==> src/converter_cfg_defs.svh <==
// Offsets, field positions, reset values and frame counts of the bank
`ifndef CONVERTER_CFG_DEFS_SVH
`define CONVERTER_CFG_DEFS_SVH

// Register offsets
`define OFS_PORT_CONFIG    13'h0000
`define OFS_PART_ID        13'h0001
`define OFS_GRADE          13'h0002
`define OFS_CHANNEL        13'h0005
`define OFS_POWER          13'h0008
`define OFS_LOOP_ENABLE    13'h0009
`define OFS_LOOP_CONTROL   13'h000A
`define OFS_OUTPUT_MODE    13'h0014
`define OFS_OUTPUT_ADJUST  13'h0015
`define OFS_OUTPUT_CLOCK   13'h0016
`define OFS_REFERENCE      13'h0018
`define OFS_OVERRANGE      13'h0111

// Field positions
`define POS_ORDER_HI       6
`define POS_ORDER_LO       1
`define POS_SOFT_HI        5
`define POS_SOFT_LO        2
`define POS_LOOP_ON        2
`define POS_LOCK           7
`define POS_DRIVER_STD     7
`define POS_OUT_DISABLE    4
`define POS_TERM_LO        4
`define POS_CLOCK_INVERT   7
`define POS_EXT_REF        6
`define POS_AUTO_CLEAR     7
`define POS_GRADE_LO       4

// Reset values
`define RST_BIT_ORDER      1'h0
`define RST_CHANNEL        2'h0
`define RST_POWER          2'h0
`define RST_LOOP_ON        1'h0
`define RST_LOOP_CONTROL   7'h00
`define RST_OUTPUT_MODE    2'h0
`define RST_TERM           2'h0
`define RST_CLOCK_INVERT   1'h0
`define RST_EXT_REF        1'h0
`define RST_OVERRANGE      3'h0

// Frame counts
`define INSTR_LAST_BIT     4'hF
`define BYTE_LAST_BIT      3'h7
`define LEN_STREAM         2'h3
`define INSTR_READ_BIT     15
`define INSTR_LEN_HI       14
`define INSTR_LEN_LO       13

`endif

==> src/converter_cfg_pkg.sv <==
// Types shared by the configuration bank
package converter_cfg_pkg;

    typedef enum logic [1:0] {
        PORT_IDLE  = 2'h0,
        PORT_INSTR = 2'h1,
        PORT_DATA  = 2'h3,
        PORT_DONE  = 2'h2
    } port_state_type;

    typedef enum logic [1:0] {
        POWER_NORMAL     = 2'h0,
        POWER_LOCAL_DOWN = 2'h1,
        POWER_STANDBY    = 2'h2,
        POWER_SLEEP      = 2'h3
    } power_state_type;

    typedef enum logic [1:0] {
        TERM_NONE    = 2'h0,
        TERM_200     = 2'h1,
        TERM_100     = 2'h2,
        TERM_100_ALT = 2'h3
    } termination_type;

endpackage

==> src/converter_config_register_bank.sv <==
// Serial-port configuration and status bank of a dual modulator
`timescale 1ns/1ps
`include "converter_cfg_defs.svh"
module converter_config_register_bank #(
    parameter logic [7:0] PART_ID    = 8'h5A, // Arbitrary neutral value
    parameter logic [1:0] GRADE_CODE = 2'h0
) (
    input  wire logic       sys_clk_i,
    input  wire logic       reset_i,
    input  wire logic       sclk_i,
    input  wire logic       port_select_n_i,
    input  wire logic       sdio_i,
    output logic            sdio_o,
    output logic            sdio_oe_o,
    input  wire logic       loop_lock_i,
    output logic [1:0]      power_state_a_o,
    output logic [1:0]      power_state_b_o,
    output logic            chan_a_enabled_o,
    output logic            chan_b_enabled_o,
    output logic            reference_on_o,
    output logic            multiplier_loop_on_o,
    output logic            auto_band_select_o,
    output logic [5:0]      loop_multiplier_o,
    output logic            driver_standard_o,
    output logic            output_disable_o,
    output logic            data_output_enable_o,
    output logic [1:0]      output_termination_select_o,
    output logic            term_200_o,
    output logic            term_100_o,
    output logic            data_clock_invert_o,
    output logic            external_ref_select_o,
    output logic            overrange_auto_clear_o,
    output logic            overrange_indicator_one_o,
    output logic            overrange_indicator_two_o
);

    ////////////////////////////////////////////////////////////////////////
    // Pin synchronisers and serial clock edges

    logic        sclk_s;
    logic        csb_s;
    logic        sdio_s;
    logic        lock_s;
    logic        sclk_prev_q;
    wire         sclk_rise = sclk_s & ~sclk_prev_q;
    wire         sclk_fall = ~sclk_s & sclk_prev_q;

    pin_sync #(.WIDTH(4), .RESET_VALUE(4'h2)) u_pin_sync (
        .sys_clk_i (sys_clk_i),
        .reset_i   (reset_i),
        .async_i   ({loop_lock_i, sdio_i, port_select_n_i, sclk_i}),
        .sync_o    ({lock_s, sdio_s, csb_s, sclk_s})
    );

    always_ff @(posedge sys_clk_i) begin
        if (reset_i) begin
            sclk_prev_q <= 1'h0;
        end else begin
            sclk_prev_q <= sclk_s;
        end
    end

    ////////////////////////////////////////////////////////////////////////
    // Frame state

    converter_cfg_pkg::port_state_type state_q;
    converter_cfg_pkg::port_state_type state_d;
    logic [3:0]  bit_cnt_q;
    logic [15:0] instr_q;
    logic [7:0]  byte_q;
    logic [12:0] addr_q;
    logic        read_q;
    logic        stream_q;
    logic [1:0]  bytes_left_q;
    logic        lsb_first_q;

    wire in_instr = (state_q == converter_cfg_pkg::PORT_INSTR);
    wire in_data  = (state_q == converter_cfg_pkg::PORT_DATA);

    // Assembly follows the current bit order
    wire [15:0] instr_shift = lsb_first_q ? {sdio_s, instr_q[15:1]}
                                          : {instr_q[14:0], sdio_s};
    wire [7:0]  byte_shift  = lsb_first_q ? {sdio_s, byte_q[7:1]}
                                          : {byte_q[6:0], sdio_s};

    wire instr_done = sclk_rise & in_instr
                    & (bit_cnt_q == `INSTR_LAST_BIT);
    wire byte_done  = sclk_rise & in_data
                    & (bit_cnt_q[2:0] == `BYTE_LAST_BIT);
    wire last_byte  = ~stream_q & (bytes_left_q == 2'h0);
    wire [12:0] addr_step = lsb_first_q ? addr_q + 13'h0001
                                        : addr_q - 13'h0001;

    always_comb begin
        state_d = state_q;
        case (state_q)
            converter_cfg_pkg::PORT_IDLE: begin
                state_d = converter_cfg_pkg::PORT_INSTR;
            end
            converter_cfg_pkg::PORT_INSTR: begin
                if (instr_done) begin
                    state_d = converter_cfg_pkg::PORT_DATA;
                end
            end
            converter_cfg_pkg::PORT_DATA: begin
                if (byte_done && last_byte) begin
                    state_d = converter_cfg_pkg::PORT_DONE;
                end
            end
            converter_cfg_pkg::PORT_DONE: begin
                state_d = converter_cfg_pkg::PORT_DONE;
            end
            default: begin
                state_d = converter_cfg_pkg::PORT_IDLE;
            end
        endcase
    end

    always_ff @(posedge sys_clk_i) begin
        if (reset_i || csb_s) begin
            state_q <= converter_cfg_pkg::PORT_IDLE;
        end else begin
            state_q <= state_d;
        end
    end

    // Bit count: 16 in the instruction, 8 in each data word
    always_ff @(posedge sys_clk_i) begin
        if (reset_i || csb_s || instr_done || byte_done) begin
            bit_cnt_q <= 4'h0;
        end else if (sclk_rise && (in_instr || in_data)) begin
            bit_cnt_q <= bit_cnt_q + 4'h1;
        end
    end

    always_ff @(posedge sys_clk_i) begin
        if (reset_i) begin
            instr_q <= 16'h0000;
            byte_q  <= 8'h00;
        end else if (sclk_rise && in_instr) begin
            instr_q <= instr_shift;
        end else if (sclk_rise && in_data) begin
            byte_q  <= byte_shift;
        end
    end

    // Instruction fields: direction, length, start address
    always_ff @(posedge sys_clk_i) begin
        if (reset_i) begin
            read_q       <= 1'h0;
            stream_q     <= 1'h0;
            bytes_left_q <= 2'h0;
            addr_q       <= 13'h0000;
        end else if (instr_done) begin
            read_q       <= instr_shift[`INSTR_READ_BIT];
            stream_q     <= instr_shift[`INSTR_LEN_HI:`INSTR_LEN_LO]
                            == `LEN_STREAM;
            bytes_left_q <= instr_shift[`INSTR_LEN_HI:`INSTR_LEN_LO];
            addr_q       <= instr_shift[12:0];
        end else if (byte_done) begin
            bytes_left_q <= bytes_left_q - 2'h1;
            addr_q       <= addr_step;
        end
    end

    ////////////////////////////////////////////////////////////////////////
    // Write decode

    wire [7:0] wdata    = byte_shift;
    wire wr_byte        = byte_done & ~read_q;
    wire wr_port        = wr_byte & (addr_q == `OFS_PORT_CONFIG);
    wire wr_channel     = wr_byte & (addr_q == `OFS_CHANNEL);
    wire wr_power       = wr_byte & (addr_q == `OFS_POWER);
    wire wr_loop_on     = wr_byte & (addr_q == `OFS_LOOP_ENABLE);
    wire wr_loop_ctl    = wr_byte & (addr_q == `OFS_LOOP_CONTROL);
    wire wr_out_mode    = wr_byte & (addr_q == `OFS_OUTPUT_MODE);
    wire wr_out_adjust  = wr_byte & (addr_q == `OFS_OUTPUT_ADJUST);
    wire wr_out_clock   = wr_byte & (addr_q == `OFS_OUTPUT_CLOCK);
    wire wr_reference   = wr_byte & (addr_q == `OFS_REFERENCE);
    wire wr_overrange   = wr_byte & (addr_q == `OFS_OVERRANGE);
    wire soft_clear     = wr_port & (wdata[`POS_SOFT_HI]
                                   | wdata[`POS_SOFT_LO]);
    wire order_bit      = wdata[`POS_ORDER_HI] | wdata[`POS_ORDER_LO];

    logic [1:0] channel_q;
    logic [6:0] loop_ctl_q;
    logic [1:0] out_mode_q;
    logic [2:0] overrange_q;

    wire wr_power_a = wr_power & channel_q[0];
    wire wr_power_b = wr_power & channel_q[1];

    ////////////////////////////////////////////////////////////////////////
    // Register fields

    // Port config and loop registers survive a soft reset
    field_reg #(.WIDTH(1), .RESET_VALUE(`RST_BIT_ORDER)) u_bit_order (
        .sys_clk_i(sys_clk_i), .reset_i(reset_i), .soft_clear_i(1'h0),
        .write_i(wr_port), .data_i(order_bit),
        .value_o(lsb_first_q));

    field_reg #(.WIDTH(1), .RESET_VALUE(`RST_LOOP_ON)) u_loop_on (
        .sys_clk_i(sys_clk_i), .reset_i(reset_i), .soft_clear_i(1'h0),
        .write_i(wr_loop_on), .data_i(wdata[`POS_LOOP_ON]),
        .value_o(multiplier_loop_on_o));

    field_reg #(.WIDTH(7), .RESET_VALUE(`RST_LOOP_CONTROL)) u_loop_ctl (
        .sys_clk_i(sys_clk_i), .reset_i(reset_i), .soft_clear_i(1'h0),
        .write_i(wr_loop_ctl), .data_i(wdata[6:0]),
        .value_o(loop_ctl_q));

    field_reg #(.WIDTH(2), .RESET_VALUE(`RST_CHANNEL)) u_channel (
        .sys_clk_i(sys_clk_i), .reset_i(reset_i), .soft_clear_i(soft_clear),
        .write_i(wr_channel), .data_i(wdata[1:0]),
        .value_o(channel_q));

    field_reg #(.WIDTH(2), .RESET_VALUE(`RST_POWER)) u_power_a (
        .sys_clk_i(sys_clk_i), .reset_i(reset_i), .soft_clear_i(soft_clear),
        .write_i(wr_power_a), .data_i(wdata[1:0]),
        .value_o(power_state_a_o));

    field_reg #(.WIDTH(2), .RESET_VALUE(`RST_POWER)) u_power_b (
        .sys_clk_i(sys_clk_i), .reset_i(reset_i), .soft_clear_i(soft_clear),
        .write_i(wr_power_b), .data_i(wdata[1:0]),
        .value_o(power_state_b_o));

    field_reg #(.WIDTH(2), .RESET_VALUE(`RST_OUTPUT_MODE)) u_out_mode (
        .sys_clk_i(sys_clk_i), .reset_i(reset_i), .soft_clear_i(soft_clear),
        .write_i(wr_out_mode),
        .data_i({wdata[`POS_DRIVER_STD], wdata[`POS_OUT_DISABLE]}),
        .value_o(out_mode_q));

    field_reg #(.WIDTH(2), .RESET_VALUE(`RST_TERM)) u_term (
        .sys_clk_i(sys_clk_i), .reset_i(reset_i), .soft_clear_i(soft_clear),
        .write_i(wr_out_adjust),
        .data_i(wdata[`POS_TERM_LO+1:`POS_TERM_LO]),
        .value_o(output_termination_select_o));

    field_reg #(.WIDTH(1), .RESET_VALUE(`RST_CLOCK_INVERT)) u_clk_inv (
        .sys_clk_i(sys_clk_i), .reset_i(reset_i), .soft_clear_i(soft_clear),
        .write_i(wr_out_clock), .data_i(wdata[`POS_CLOCK_INVERT]),
        .value_o(data_clock_invert_o));

    field_reg #(.WIDTH(1), .RESET_VALUE(`RST_EXT_REF)) u_ext_ref (
        .sys_clk_i(sys_clk_i), .reset_i(reset_i), .soft_clear_i(soft_clear),
        .write_i(wr_reference), .data_i(wdata[`POS_EXT_REF]),
        .value_o(external_ref_select_o));

    field_reg #(.WIDTH(3), .RESET_VALUE(`RST_OVERRANGE)) u_overrange (
        .sys_clk_i(sys_clk_i), .reset_i(reset_i), .soft_clear_i(soft_clear),
        .write_i(wr_overrange), .data_i(wdata[7:5]),
        .value_o(overrange_q));

    assign auto_band_select_o        = loop_ctl_q[6];
    assign loop_multiplier_o         = loop_ctl_q[5:0];
    assign driver_standard_o         = out_mode_q[1];
    assign output_disable_o          = out_mode_q[0];
    assign overrange_auto_clear_o    = overrange_q[2];
    assign overrange_indicator_one_o = overrange_q[1];
    assign overrange_indicator_two_o = overrange_q[0];

    ////////////////////////////////////////////////////////////////////////
    // Decoded control outputs

    wire a_sleep = power_state_a_o == converter_cfg_pkg::POWER_SLEEP;
    wire b_sleep = power_state_b_o == converter_cfg_pkg::POWER_SLEEP;

    always_ff @(posedge sys_clk_i) begin
        if (reset_i) begin
            chan_a_enabled_o     <= 1'h1;
            chan_b_enabled_o     <= 1'h1;
            reference_on_o       <= 1'h1;
            data_output_enable_o <= 1'h1;
            term_200_o           <= 1'h0;
            term_100_o           <= 1'h0;
        end else begin
            chan_a_enabled_o     <= power_state_a_o ==
                                    converter_cfg_pkg::POWER_NORMAL;
            chan_b_enabled_o     <= power_state_b_o ==
                                    converter_cfg_pkg::POWER_NORMAL;
            // Standby keeps the reference; only sleep on both channels stops it
            reference_on_o       <= ~(a_sleep & b_sleep);
            data_output_enable_o <= ~out_mode_q[0];
            term_200_o           <= output_termination_select_o
                                    == converter_cfg_pkg::TERM_200;
            term_100_o           <= output_termination_select_o[1];
        end
    end

    ////////////////////////////////////////////////////////////////////////
    // Read mux

    wire [7:0] rd_port  = {1'h0, lsb_first_q, 1'h0, 1'h1,
                           1'h1, 1'h0, lsb_first_q, 1'h0};
    wire [7:0] rd_grade = {2'h0, GRADE_CODE, 4'h0};
    wire [1:0] rd_power = channel_q[0] ? power_state_a_o
                                       : power_state_b_o;
    wire [7:0] rd_loop  = {lock_s, loop_ctl_q};

    wire [7:0] rd_data =
        (addr_q == `OFS_PORT_CONFIG)   ? rd_port :
        (addr_q == `OFS_PART_ID)       ? PART_ID :
        (addr_q == `OFS_GRADE)         ? rd_grade :
        (addr_q == `OFS_CHANNEL)       ? {6'h00, channel_q} :
        (addr_q == `OFS_POWER)         ? {6'h00, rd_power} :
        (addr_q == `OFS_LOOP_ENABLE)   ? {5'h00, multiplier_loop_on_o,
                                          2'h0} :
        (addr_q == `OFS_LOOP_CONTROL)  ? rd_loop :
        (addr_q == `OFS_OUTPUT_MODE)   ? {out_mode_q[1], 2'h0,
                                          out_mode_q[0], 4'h0} :
        (addr_q == `OFS_OUTPUT_ADJUST) ? {2'h0,
                                          output_termination_select_o,
                                          4'h0} :
        (addr_q == `OFS_OUTPUT_CLOCK)  ? {data_clock_invert_o, 7'h00} :
        (addr_q == `OFS_REFERENCE)     ? {1'h0, external_ref_select_o,
                                          6'h00} :
        (addr_q == `OFS_OVERRANGE)     ? {overrange_q, 5'h00} :
                                         8'h00;

    ////////////////////////////////////////////////////////////////////////
    // Readback driver, launched on falling serial clock

    wire [2:0] rd_index = lsb_first_q ? bit_cnt_q[2:0]
                                      : `BYTE_LAST_BIT - bit_cnt_q[2:0];
    wire       driving  = in_data & read_q;

    always_ff @(posedge sys_clk_i) begin
        if (reset_i || csb_s) begin
            sdio_o    <= 1'h0;
            sdio_oe_o <= 1'h0;
        end else if (sclk_fall) begin
            sdio_o    <= driving & rd_data[rd_index];
            sdio_oe_o <= driving;
        end
    end

endmodule // converter_config_register_bank

==> src/pin_sync.sv <==
// Two-flop synchroniser for pins from outside the clock domain
`timescale 1ns/1ps
module pin_sync #(
    parameter int                 WIDTH       = 1,
    parameter logic [WIDTH-1:0]   RESET_VALUE = '0
) (
    input  wire logic             sys_clk_i,
    input  wire logic             reset_i,
    input  wire logic [WIDTH-1:0] async_i,
    output logic      [WIDTH-1:0] sync_o
);
    logic [WIDTH-1:0] meta_q;

    always_ff @(posedge sys_clk_i) begin
        if (reset_i) begin
            meta_q <= RESET_VALUE;
            sync_o <= RESET_VALUE;
        end else begin
            meta_q <= async_i;
            sync_o <= meta_q;
        end
    end
endmodule // pin_sync

==> src/field_reg.sv <==
// One writable register field with reset and soft default
`timescale 1ns/1ps
module field_reg #(
    parameter int                 WIDTH       = 1,
    parameter logic [WIDTH-1:0]   RESET_VALUE = '0
) (
    input  wire logic             sys_clk_i,
    input  wire logic             reset_i,
    input  wire logic             soft_clear_i,
    input  wire logic             write_i,
    input  wire logic [WIDTH-1:0] data_i,
    output logic      [WIDTH-1:0] value_o
);
    always_ff @(posedge sys_clk_i) begin
        if (reset_i || soft_clear_i) begin
            value_o <= RESET_VALUE;
        end else if (write_i) begin
            value_o <= data_i;
        end
    end
endmodule // field_reg

==> config.mk <==
export PLATFORM = sky130hd
export DESIGN_NAME = converter_config_register_bank
export DESIGN_NICKNAME = d
export VERILOG_FILES = /design/src/converter_cfg_pkg.sv /design/src/converter_config_register_bank.sv /design/src/pin_sync.sv /design/src/field_reg.sv
export VERILOG_INCLUDE_DIRS = /design/src /design/src/src
export SDC_FILE = /design/constraint.sdc
export NUM_CORES = 1
export LEC_CHECK = 0
export ABC_AREA = 1
export BUFFER_PORTS_ARGS = -buffer_cell sky130_fd_sc_hd__buf_4
export CORE_ASPECT_RATIO = 2
export CORE_MARGIN = 2
export CORE_UTILIZATION = 67
export CTS_BUF_LIST = sky130_fd_sc_hd__clkbuf_2 sky130_fd_sc_hd__clkbuf_4 sky130_fd_sc_hd__clkbuf_8
export CTS_CLUSTER_DIAMETER = 100
export CTS_CLUSTER_SIZE = 40
export DETAILED_ROUTE_END_ITERATION = 8
export PLACE_DENSITY = 0.87
export SLEW_MARGIN = 20
export SYNTH_ARGS = -nofsm -noshare
export SYNTH_HDL_FRONTEND = slang
export SYNTH_SLANG_ARGS = --single-unit
==> constraint.sdc <==
create_clock -name sys_clk_i -period 4.8 [get_ports sys_clk_i]
set_input_delay 0.48 -clock sys_clk_i [delete_from_list [all_inputs] [get_ports sys_clk_i]]
set_output_delay 0.48 -clock sys_clk_i [all_outputs]
set_load 0.1 [all_outputs]
== After elaboration in Yosys (flattened, before gate mapping) ==
Index checks and enable logic that the tools add are counted.
Word-level totals
  logic and storage cells: 134
  input port bits: 6
  register bits: 88
Operators by class
  add/subtract/negate cells: 5
  eq/ne operators: 22
  muxes and demuxes: 26
  magnitude comparators: 1
  reductions and logical operators: 17
  bitwise operators: 33
Operators with widths (count)
  two-way mux 8 bit: 13
  equality test 13 x 5 -> 1 bit, second input constant: 4
  equality test 13 x 4 -> 1 bit, second input constant: 3
  two-way mux 13 bit: 3
  bitwise AND 1 bit: 24
  two-way mux 16 bit: 1
  adder 13 x 1 -> 13 bit, second input constant: 1
  equality test 13 x 1 -> 1 bit, second input constant: 1
  equality test 13 x 2 -> 1 bit, second input constant: 1
  equality test 13 x 3 -> 1 bit, second input constant: 1
  equality test 13 x 9 -> 1 bit, second input constant: 1
  zero test 13 bit: 1
  subtractor 13 x 1 -> 13 bit, second input constant: 1
  equality test 2 bit, second input constant: 5
  two-way mux 2 bit: 5
  zero test 2 bit: 4
  case mux 2 bit (4 select lines): 1
  inverter 1 bit: 7
  logical OR 1 bit: 5
  adder 4 x 1 -> 4 bit, second input constant: 1
  equality test 2 x 1 -> 1 bit, second input constant: 2
  equality test 4 bit, second input constant: 1
  logical AND 1 bit: 4
  less-than comparator 3 x 4 -> 1 bit, second input constant: 1
  other kinds (10): 13

== Logic depth before layout (Yosys ltp) ==
Gate-level depths: netlist (run 1).
  depth in word-level cells: 16
  gate-level depth with buffers: 18
  gate-level depth less buffers: 18

== Modules after synthesis ==
Synthesis (run 1) repeated with hierarchy kept, for this count alone.
Unflattened totals
  cell total of the unflattened synthesis: 750
  area total of the unflattened synthesis: 4999.8 um^2
Modules (own cells, without submodules)
  converter_config_register_bank: cells an instance 569, area each 3739.8 um^2, sequential area each 1121.1 um^2, instances 1
  field_reg (u_channel ...): cells an instance 13, area each 88.8 um^2, sequential area each 40.0 um^2, instances 5
  field_reg (u_loop_ctl): cells an instance 44, area each 289.0 um^2, sequential area each 140.1 um^2, instances 1
  pin_sync: cells an instance 25, area each 224.0 um^2, sequential area each 160.2 um^2, instances 1
  field_reg (u_bit_order ...): cells an instance 7, area each 45.0 um^2, sequential area each 20.0 um^2, instances 4
  field_reg (u_overrange): cells an instance 19, area each 122.6 um^2, sequential area each 60.1 um^2, instances 1

== Worst setup path after synthesis (run 1) ==
Ideal clock, no wire load.
  path kind: register to register
  start: register u_power_a.value_o[1]
  end: register sdio_o
  cell stages (with the launch flop): 15
  setup time: 0.070 ns
  required time: 4.730 ns
  data arrival time: 1.888 ns
  slack: 2.842 ns
  cell sequence: dfxtp_1 > inv_1 > o21ai_0 > nand2_1 > nand2_1 > inv_1 > nand2_1 > nand2_1 > nand2_1 > nand2_1 > nand2_1 > nand2_1 > nand2_1 > nand3_1 > a21oi_1
Between the ends
  cells in the longest elaborated chain, start to end: 9
Ends and longest elaborated chain
  start, declared: line field_reg.sv:12  | output logic [WIDTH-1:0] value_o
  start signal, assigned: line field_reg.sv:18  | value_o <= data_i;
  two-way mux 2 bit: line converter_config_register_bank.sv:296  | wire [1:0] rd_power = channel_q[0] ? power_state_a_o
  two-way mux 8 bit: line converter_config_register_bank.sv:305  | (addr_q == `OFS_POWER) ? {6'h00, rd_power} :
  two-way mux 8 bit: line converter_config_register_bank.sv:304  | (addr_q == `OFS_CHANNEL) ? {6'h00, channel_q} :
  two-way mux 8 bit: line converter_config_register_bank.sv:303  | (addr_q == `OFS_GRADE) ? rd_grade :
  two-way mux 8 bit: line converter_config_register_bank.sv:302  | (addr_q == `OFS_PART_ID) ? PART_ID :
  two-way mux 8 bit: line converter_config_register_bank.sv:301  | (addr_q == `OFS_PORT_CONFIG) ? rd_port :
  binary-select mux 1 bit (select 3 bit): line converter_config_register_bank.sv:332  | sdio_o <= driving & rd_data[rd_index];
  two-way mux 1 bit (not written as such): line converter_config_register_bank.sv:332
  bitwise AND 1 bit: line converter_config_register_bank.sv:332
  end signal, assigned: line converter_config_register_bank.sv:332
  end, declared: line converter_config_register_bank.sv:13  | output logic sdio_o,
No other way between the ends. The select of a mux whose other input is x is not followed.
A chain may end at the register's enable or synchronous reset.

== Worst setup path after layout (run 1) ==
  start: register u_pin_sync.sync_o[0]
  end: register addr_q[2]
Between the ends
  cells in the longest elaborated chain, start to end: 4
  elaborated cells between the ends (all ways): 7
Ends and longest elaborated chain
  start, declared: line pin_sync.sv:10  | output logic [WIDTH-1:0] sync_o
  start signal, assigned: line pin_sync.sv:20  | sync_o <= meta_q;
  bitwise AND 1 bit *: line converter_config_register_bank.sv:45  | wire sclk_rise = sclk_s & ~sclk_prev_q;
  bitwise AND 1 bit (on tied branches) (2 in a row): line converter_config_register_bank.sv:86, converter_config_register_bank.sv:88
  two-way mux 13 bit / nonzero test 2 bit (equally long branches)
  end signal, assigned: line converter_config_register_bank.sv:159  | addr_q <= instr_shift[12:0];
  end signal, assigned: line converter_config_register_bank.sv:162  | addr_q <= addr_step;
  end, declared: line converter_config_register_bank.sv:71  | logic [12:0] addr_q;
Mark *: on every way between the ends. The rest lies on a longest branch, timed or not.

==> results of run 1 <==
==> routing by layer <==
| metal | track usage, % | vias up | routed length (um) |
|---|---|---|---|
| li1 | - | 2285 | - |
| met1 | 36.3 | 2076 | 4620 |
| met2 | 52.3 | 194 | 5860 |
| met3 | 5.04 | 28 | 662 |
| met4 | 17.1 | 0 | 370 |
| met5 | 0 | - | 0 |
==> worst reg2reg max path, delay by kind of cell, from the launching register on <==
kind,cells,cell delay [ns]
AND/OR/NAND/NOR,6,1.31
flip-flops,1,0.32
AO/OA/AOI/OAI,1,0.24
buffers and inverters,4,0.90
==> registers in the layout, indices dropped and copies added (netlist names), 2 cells and up <==
name and count:
u_pin_sync.meta_q 4, bytes_left_q 2, bit_cnt_q 4, state_q 2, u_out_mode.value_o 2, u_overrange.value_o 3
byte_q 8, u_power_b.value_o 2, u_channel.value_o 2, addr_q 13, instr_q 16, u_pin_sync.sync_o 4
u_loop_ctl.value_o 7, u_power_a.value_o 2, u_term.value_o 2
==> layout by cell type, fill, tap and decap left out, drive strengths merged <==
cell type    n
a211oi      10
a21o         2
a21oi       51
a221oi       6
a311oi       2
a31oi        6
buf         35
bufinv       1
clkbuf      13
clkinv       2
dfxtp       88
ha           8
inv         86
nand2      166
nand3       45
nand3b       2
nand4        8
nor2        76
nor3         5
nor3b        1
nor4         2
o211ai       1
o21a         1
o21ai       76
o22ai        4
o31ai        1
o41ai        1
or2          4
xnor2        2
xor2         4
==> kinds of logic (layout without fill, tap and decap cells) <==
logic type,count (synthesis),after routing
adder cells (fa/ha/maj),8,8
XOR/XNOR,6,6
flip-flops,88,88
AO/OA/AOI/OAI,161,161
AND/OR/NAND/NOR,309,309
buffers and inverters,108,137
==> per-stage QoR <==
step / hold WS (ns) / setup slack [ns] / cell area (um^2)
after global placement: 0.390 / 2.21 / 4950
after global routing: 0.306 / 1.75 / 5160
final: 0.307 / 1.99 / 5160
after CTS: 0.302 / 2.01 / 5160
after floorplan: 0.388 / 2.84 / 4690
after detailed placement: 0.398 / 2.02 / 4950
==> how the worst max path moves through the flow <==
| stage | end | depth (start not counted) | slack (ns) | from |
|---|---|---|---|---|
| floorplan | sdio_o$_SDFFE_PP0P_ | 14 | 2.84 | u_power_a.value_o[1]$_SDFFE_PP0P_ |
| global placement | addr_q[2]$_SDFFE_PP0P_ | 10 | 2.21 | sclk_prev_q$_SDFF_PP0_ |
| detailed placement | addr_q[2]$_SDFFE_PP0P_ | 10 | 2.02 | sclk_prev_q$_SDFF_PP0_ |
| CTS | addr_q[2]$_SDFFE_PP0P_ | 11 | 2.01 | u_pin_sync.sync_o[0]$_SDFF_PP0_ |
| global route | addr_q[2]$_SDFFE_PP0P_ | 10 | 1.75 | sclk_prev_q$_SDFF_PP0_ |
| finish | addr_q[2]$_SDFFE_PP0P_ | 11 | 1.99 | u_pin_sync.sync_o[0]$_SDFF_PP0_ |
==> power groups by stage <==
stage | Combinational, mW | Clock, mW | Sequential (mW)
global placement | 0.0250 | 0 | 0.753
finish | 0.0257 | 0.532 | 0.736
CTS | 0.0257 | 0.536 | 0.736
floorplan | 0.0188 | 0 | 0.752
global route | 0.0284 | 0.561 | 0.736
detailed placement | 0.0256 | 0 | 0.753
==> cell type report <==
class | count | share of cell area [%]
Timing Repair Buffer | 35 | 5.09
Clock buffer | 13 | 3.23
Multi-Input combinational cell | 484 | 48.3
Sequential cell | 88 | 34.1
Tap cell | 90 | 2.18
Clock inverter | 3 | 0.776
Inverter | 86 | 6.30
==> out/metrics.yaml, run 1 <==
cpPeakStageDelay_ns: 0.76
worstSkewPairLatency_ns: 0.37
slew_viol_final: 0
setup-tns-final_ns: 0
status: "finished clean"
synth_ff_type: "dfxtp_1"
grt_pass1_wl_mm: 18.8
ys_ff_latch: 88
tightest_slew_ns: 0.936
multi_input_area_um2: 2490
synthCells: 680
vias_per_cell: 5.74
fillCellCount: 541
syn_avg_cell_area_um2: 6.90
p_sw_mw: 0.273
drt_first_pass_iters: 8
cts_root_buf: "clkbuf_8"
yosysMostFrequentCell: "nand2_1"
end_kind: "flop"
holdBufCountCts: 0
power_leakage_nw: 2.19
synth.area.mux_share_pct: 0
cts_tree: "done"
synth_top_family_by_area: "simple AND/OR/NAND/NOR gates"
rrSetupSlack_ns: 1.99
cp_cell_sequence: "inv_2 -> nor2_4 -> nand2_2 -> nor2_4 -> inv_1 -> nor2_4 -> nor2_1 -> inv_1 -> o211ai_1 -> nand2_1 -> inv_1"
wl_per_cell_um: 14.4
syn_area_um2: 4690
die-width_um: 63.2
grt_usage_pct: 30.6
critical_path_class: "reg -> reg"
gp_congestion: 0.942
seq_area_um2: 1760
relSlewSlack_pct: 37.4
critical_path_buf_inv_count: 4
sw_frac_of_total_pct: 21.1
post_cts_buffers: 0
fmax_ghz: 0.356
power_frac_comb_pct: 2.0
yosys-top-cells-count: "nand2_1, dfxtp_1, inv_1, o21ai_0, nor2_1"
antenna_left: 0
async_flop_share_pct: 0
drt_iter0_markers: 454
yosysSeqAreaShare_pct: 37.6
drc: 0
clkSinkCount: 88
total_power_mw: 1.29
synth-simple-area-share_pct: 30.9
htree_levels: 3
die_h_um: 122
critPathLaunchType: "flop"
core_um2: 6830
regToRegStartpoint: "u_pin_sync.sync_o[0]$_SDFF_PP0_"
power_density_nw_per_um2: 251
hp-class: "in -> reg"
fin_cells: 799
yosys-top-cells-area: "dfxtp_1, nand2_1, o21ai_0"
worstPathArrival_ns: 3.13
grt_pass1_vias: 4228
clockPowerShare_pct: 41.1
min_to: "u_pin_sync.meta_q[1]$_SDFF_PP1_"
required_ns: 5.12
ys_warn_count: 0
rows: 43
power_frac_seq_pct: 56.9
synth_top_area_share_pct: 37.6
dp_cells: 783
area_growth_pct: 10.0
hold_path_depth: 2
synth.distinct_cells: 42
synth-compound-area-share_pct: 19.0
synth_xor_area_share_pct: 1.12
hpwl_mm: 8.41
dieArea_um2: 7720
worstHoldStart: "port_select_n_i"
r2r_cells: 11
min_period_ns: 2.81
drive_gt1_share_pct: 13.0
critical-path-top-delay-family: "simple AND/OR/NAND/NOR gates"
drt_wl_total_mm: 11.5
yosysTopAreaCell: "dfxtp_1"
path_max_fanout: 26
num_vias: 4583
cts_resized: 0
synth-edff-count: 0
hold_violations: 0
io_buffers: 34
cap_violations: 0
grt_max_degree: 47
postLayoutCoreUtil_pct: 75.5
fin_crit_sh_pct: 58.6
initial_utilization_pct: 68.6
peakVddDrop_mv: 0.245
grt_antenna_before_repair: 0
grt_overflow_total: 0
r2r_end: "addr_q[2]$_SDFFE_PP0P_"
fin_nets: 718
setup_viol: 0
ios: 35
synthAdderAreaFrac_pct: 2.13
cts_buffer_depth: 2
cts.clk_slew.worst_paths_ns: 0.09
synthesis.nets: 694
internal_power_mw: 1.02
rsz0062_at_grt: "no"
diodes: 0
critPathSlowestCell: "nor2_1"
cts_buffers: 9
skew_ns: 0.0128
Note: power is estimated with default switching activity, not from simulation.
==> run 2: changes to the inputs <==
--- a/config.mk
+++ b/config.mk
@@ -10,12 +10,12 @@
 export BUFFER_PORTS_ARGS = -buffer_cell sky130_fd_sc_hd__buf_4
 export CORE_ASPECT_RATIO = 2
 export CORE_MARGIN = 2
-export CORE_UTILIZATION = 67
+export CORE_UTILIZATION = 62
 export CTS_BUF_LIST = sky130_fd_sc_hd__clkbuf_2 sky130_fd_sc_hd__clkbuf_4 sky130_fd_sc_hd__clkbuf_8
 export CTS_CLUSTER_DIAMETER = 100
 export CTS_CLUSTER_SIZE = 40
 export DETAILED_ROUTE_END_ITERATION = 8
-export PLACE_DENSITY = 0.87
+export PLACE_DENSITY = 0.82
 export SLEW_MARGIN = 20
 export SYNTH_ARGS = -nofsm -noshare
 export SYNTH_HDL_FRONTEND = slang
==> constraint.sdc (replaced) <==
create_clock -name sys_clk_i -period 2.8 [get_ports sys_clk_i]
set_input_delay 0.28 -clock sys_clk_i [delete_from_list [all_inputs] [get_ports sys_clk_i]]
set_output_delay 0.28 -clock sys_clk_i [all_outputs]
set_load 0.1 [all_outputs]
==> out/metrics.yaml, run 2 (synthesis gave the netlist of run 1 again) <==
status: "finished clean"  # unchanged
peakVddDrop_mv: 0.501  # was 0.245 mV
fin_nets: 725  # was 718
diodes: 0  # unchanged
min_period_ns: 2.17  # was 2.81 ns
largest_register_ff_count: 16  # unchanged
antenna_left: 0  # unchanged
htree_levels: 3  # unchanged
dieArea_um2: 8320  # was 7720 um^2
holdBufCountCts: 0  # unchanged
post_cts_buffers: 0  # unchanged
grt_usage_pct: 32.0  # was 30.6%
power_leakage_nw: 2.21  # was 2.19 nW
cts.clk_slew.worst_paths_ns: 0.09  # about the same
path_max_fanout: 10  # was 26
wl_per_cell_um: 15.8  # was 14.4 um
grt_max_degree: 46  # was 47
relSlewSlack_pct: 39.1  # was 37.4%
worstPathArrival_ns: 2.50  # was 3.13 ns
io_buffers: 34  # unchanged
die_h_um: 127  # was 122 um
rows: 44  # was 43
grt_antenna_before_repair: 0  # unchanged
cap_violations: 0  # unchanged
power_density_nw_per_um2: 425  # was 251 nW/um^2
worstHoldStart: "port_select_n_i"  # unchanged
slew_viol_final: 0  # unchanged
drive_gt1_share_pct: 13.8  # was 13.0%
fin_crit_sh_pct: 77.5  # was 58.6%
die-width_um: 65.5  # was 63.2 um
end_kind: "flop"  # unchanged
skew_ns: 0.00815  # was 0.0128 ns
regToRegStartpoint: "u_pin_sync.sync_o[0]$_SDFF_PP0_"  # unchanged
initial_utilization_pct: 64.0  # was 68.6%
hold_violations: 0  # unchanged
required_ns: 3.13  # was 5.12 ns
drt_first_pass_iters: 5  # was 8
num_vias: 4743  # was 4583
gp_congestion: 1.13  # was 0.942
final_cell_mix: "nand2_1, dfxtp_1, inv_1"  # unchanged
layout_commonest_cell: "nand2_1"  # unchanged
critPathLaunchType: "flop"  # unchanged
rsz0062_at_grt: "no"  # unchanged
preCtsSetupSlack_ns: 0.703  # was 2.02 ns
setup_slack_ns: 0.630  # was 1.99 ns
critPathLaunch: "u_pin_sync.sync_o[0]$_SDFF_PP0_"  # unchanged
fmax_ghz: 0.461  # was 0.356 GHz
worstSkewPairLatency_ns: 0.38  # was 0.37 ns
cts_buffers: 9  # unchanged
critical_path_class: "reg -> reg"  # unchanged
tightest_slew_ns: 0.905  # was 0.936 ns
drt_iter0_markers: 440  # was 454
ios: 35  # unchanged
grt_pass1_wl_mm: 20.5  # was 18.8 mm
cts_resized: 0  # unchanged
cts_root_buf: "clkbuf_8"  # unchanged
setup-tns-final_ns: 0  # unchanged
setup_viol: 0  # unchanged
reg_top3: "instr_q x16, addr_q x13, byte_q x8"  # unchanged
drt_wl_total_mm: 12.8  # was 11.5 mm
grt_overflow_total: 0  # unchanged
hpwl_mm: 9.56  # was 8.41 mm
drc: 0  # unchanged
clkSinkCount: 88  # unchanged
core_um2: 7320  # was 6830 um^2
vias_per_cell: 5.87  # was 5.74
area_growth_pct: 11.0  # was 10.0%
hp-class: "in -> reg"  # unchanged
grt_pass1_vias: 4486  # was 4228
largest_register: "instr_q"  # unchanged
cts_buffer_depth: 2  # unchanged
cts_tree: "done"  # unchanged
total_power_mw: 2.21  # was 1.29 mW
[run 2: cell count changes in the layout (fill, tap and decap cells not counted), sizes merged]
| cell | delta |
|---|---|
| buf | +7 |
| clkbuf | -3 |
| inv | +2 |
| clkinvlp | +2 |
| clkinv | -1 |
[run 2: critical path: stages (launching register included)]
cell and delay, ns:
dfxtp_1 0.33, inv_2 0.05, nor2_4 0.10, nand2_2 0.13, nor2_4 0.22, nand2_4 0.16, inv_1 0.25, nor2_1 0.17
buf_4 0.21, a221oi_1 0.25, o21ai_0 0.16, inv_1 0.07
[run 2: metal layers]
layer / GRT usage, % / vias to the layer above / wire length [um]
li1: - / 2292 / -
met1: 31.0 / 2163 / 4460
met2: 56.5 / 206 / 6570
met3: 5.19 / 82 / 580
met4: 27.7 / 0 / 1160
met5: 0 / - / 0
[run 2: final timing paths]
path                                endpoint  slack (ns)  depth (start not counted)
min          u_pin_sync.meta_q[1]$_SDFF_PP1_        0.08                          2
max reg2reg          addr_q[11]$_SDFFE_PP0P_        0.63                         11
max                  addr_q[11]$_SDFFE_PP0P_        0.63                         11
min reg2reg  u_pin_sync.sync_o[3]$_SDFF_PP0_        0.41                          2
[run 2: layout make-up]
class / instances / area, um^2
multi-input combinational: 484 / 2490
fill: 639 / 2110
sequential: 88 / 1760
inverter: 86 / 325
timing repair buffer: 42 / 315
clock buffer: 10 / 131
tap: 92 / 115
clock inverter: 6 / 67.6
[run 2: power breakdown]
| part | internal, mW | total (mW) | switching [mW] |
|---|---|---|---|
| Clock | 0.427 | 0.905 | 0.478 |
| Combinational | 0.0137 | 0.0480 | 0.0343 |
| Sequential | 1.26 | 1.26 | 0.00345 |
[run 2: metrics by stage]
stage	util [%]	hold WS [ns]	instances	instance area, um^2
2_1_floorplan	-	0.384	680	4690
3_3_place_gp	68.4	0.389	792	5010
3_5_place_dp	68.4	0.395	792	5010
4_1_cts	71.1	0.0812	808	5210
5_1_grt	71.1	0.0815	808	5210
6_report	71.1	0.0803	808	5210
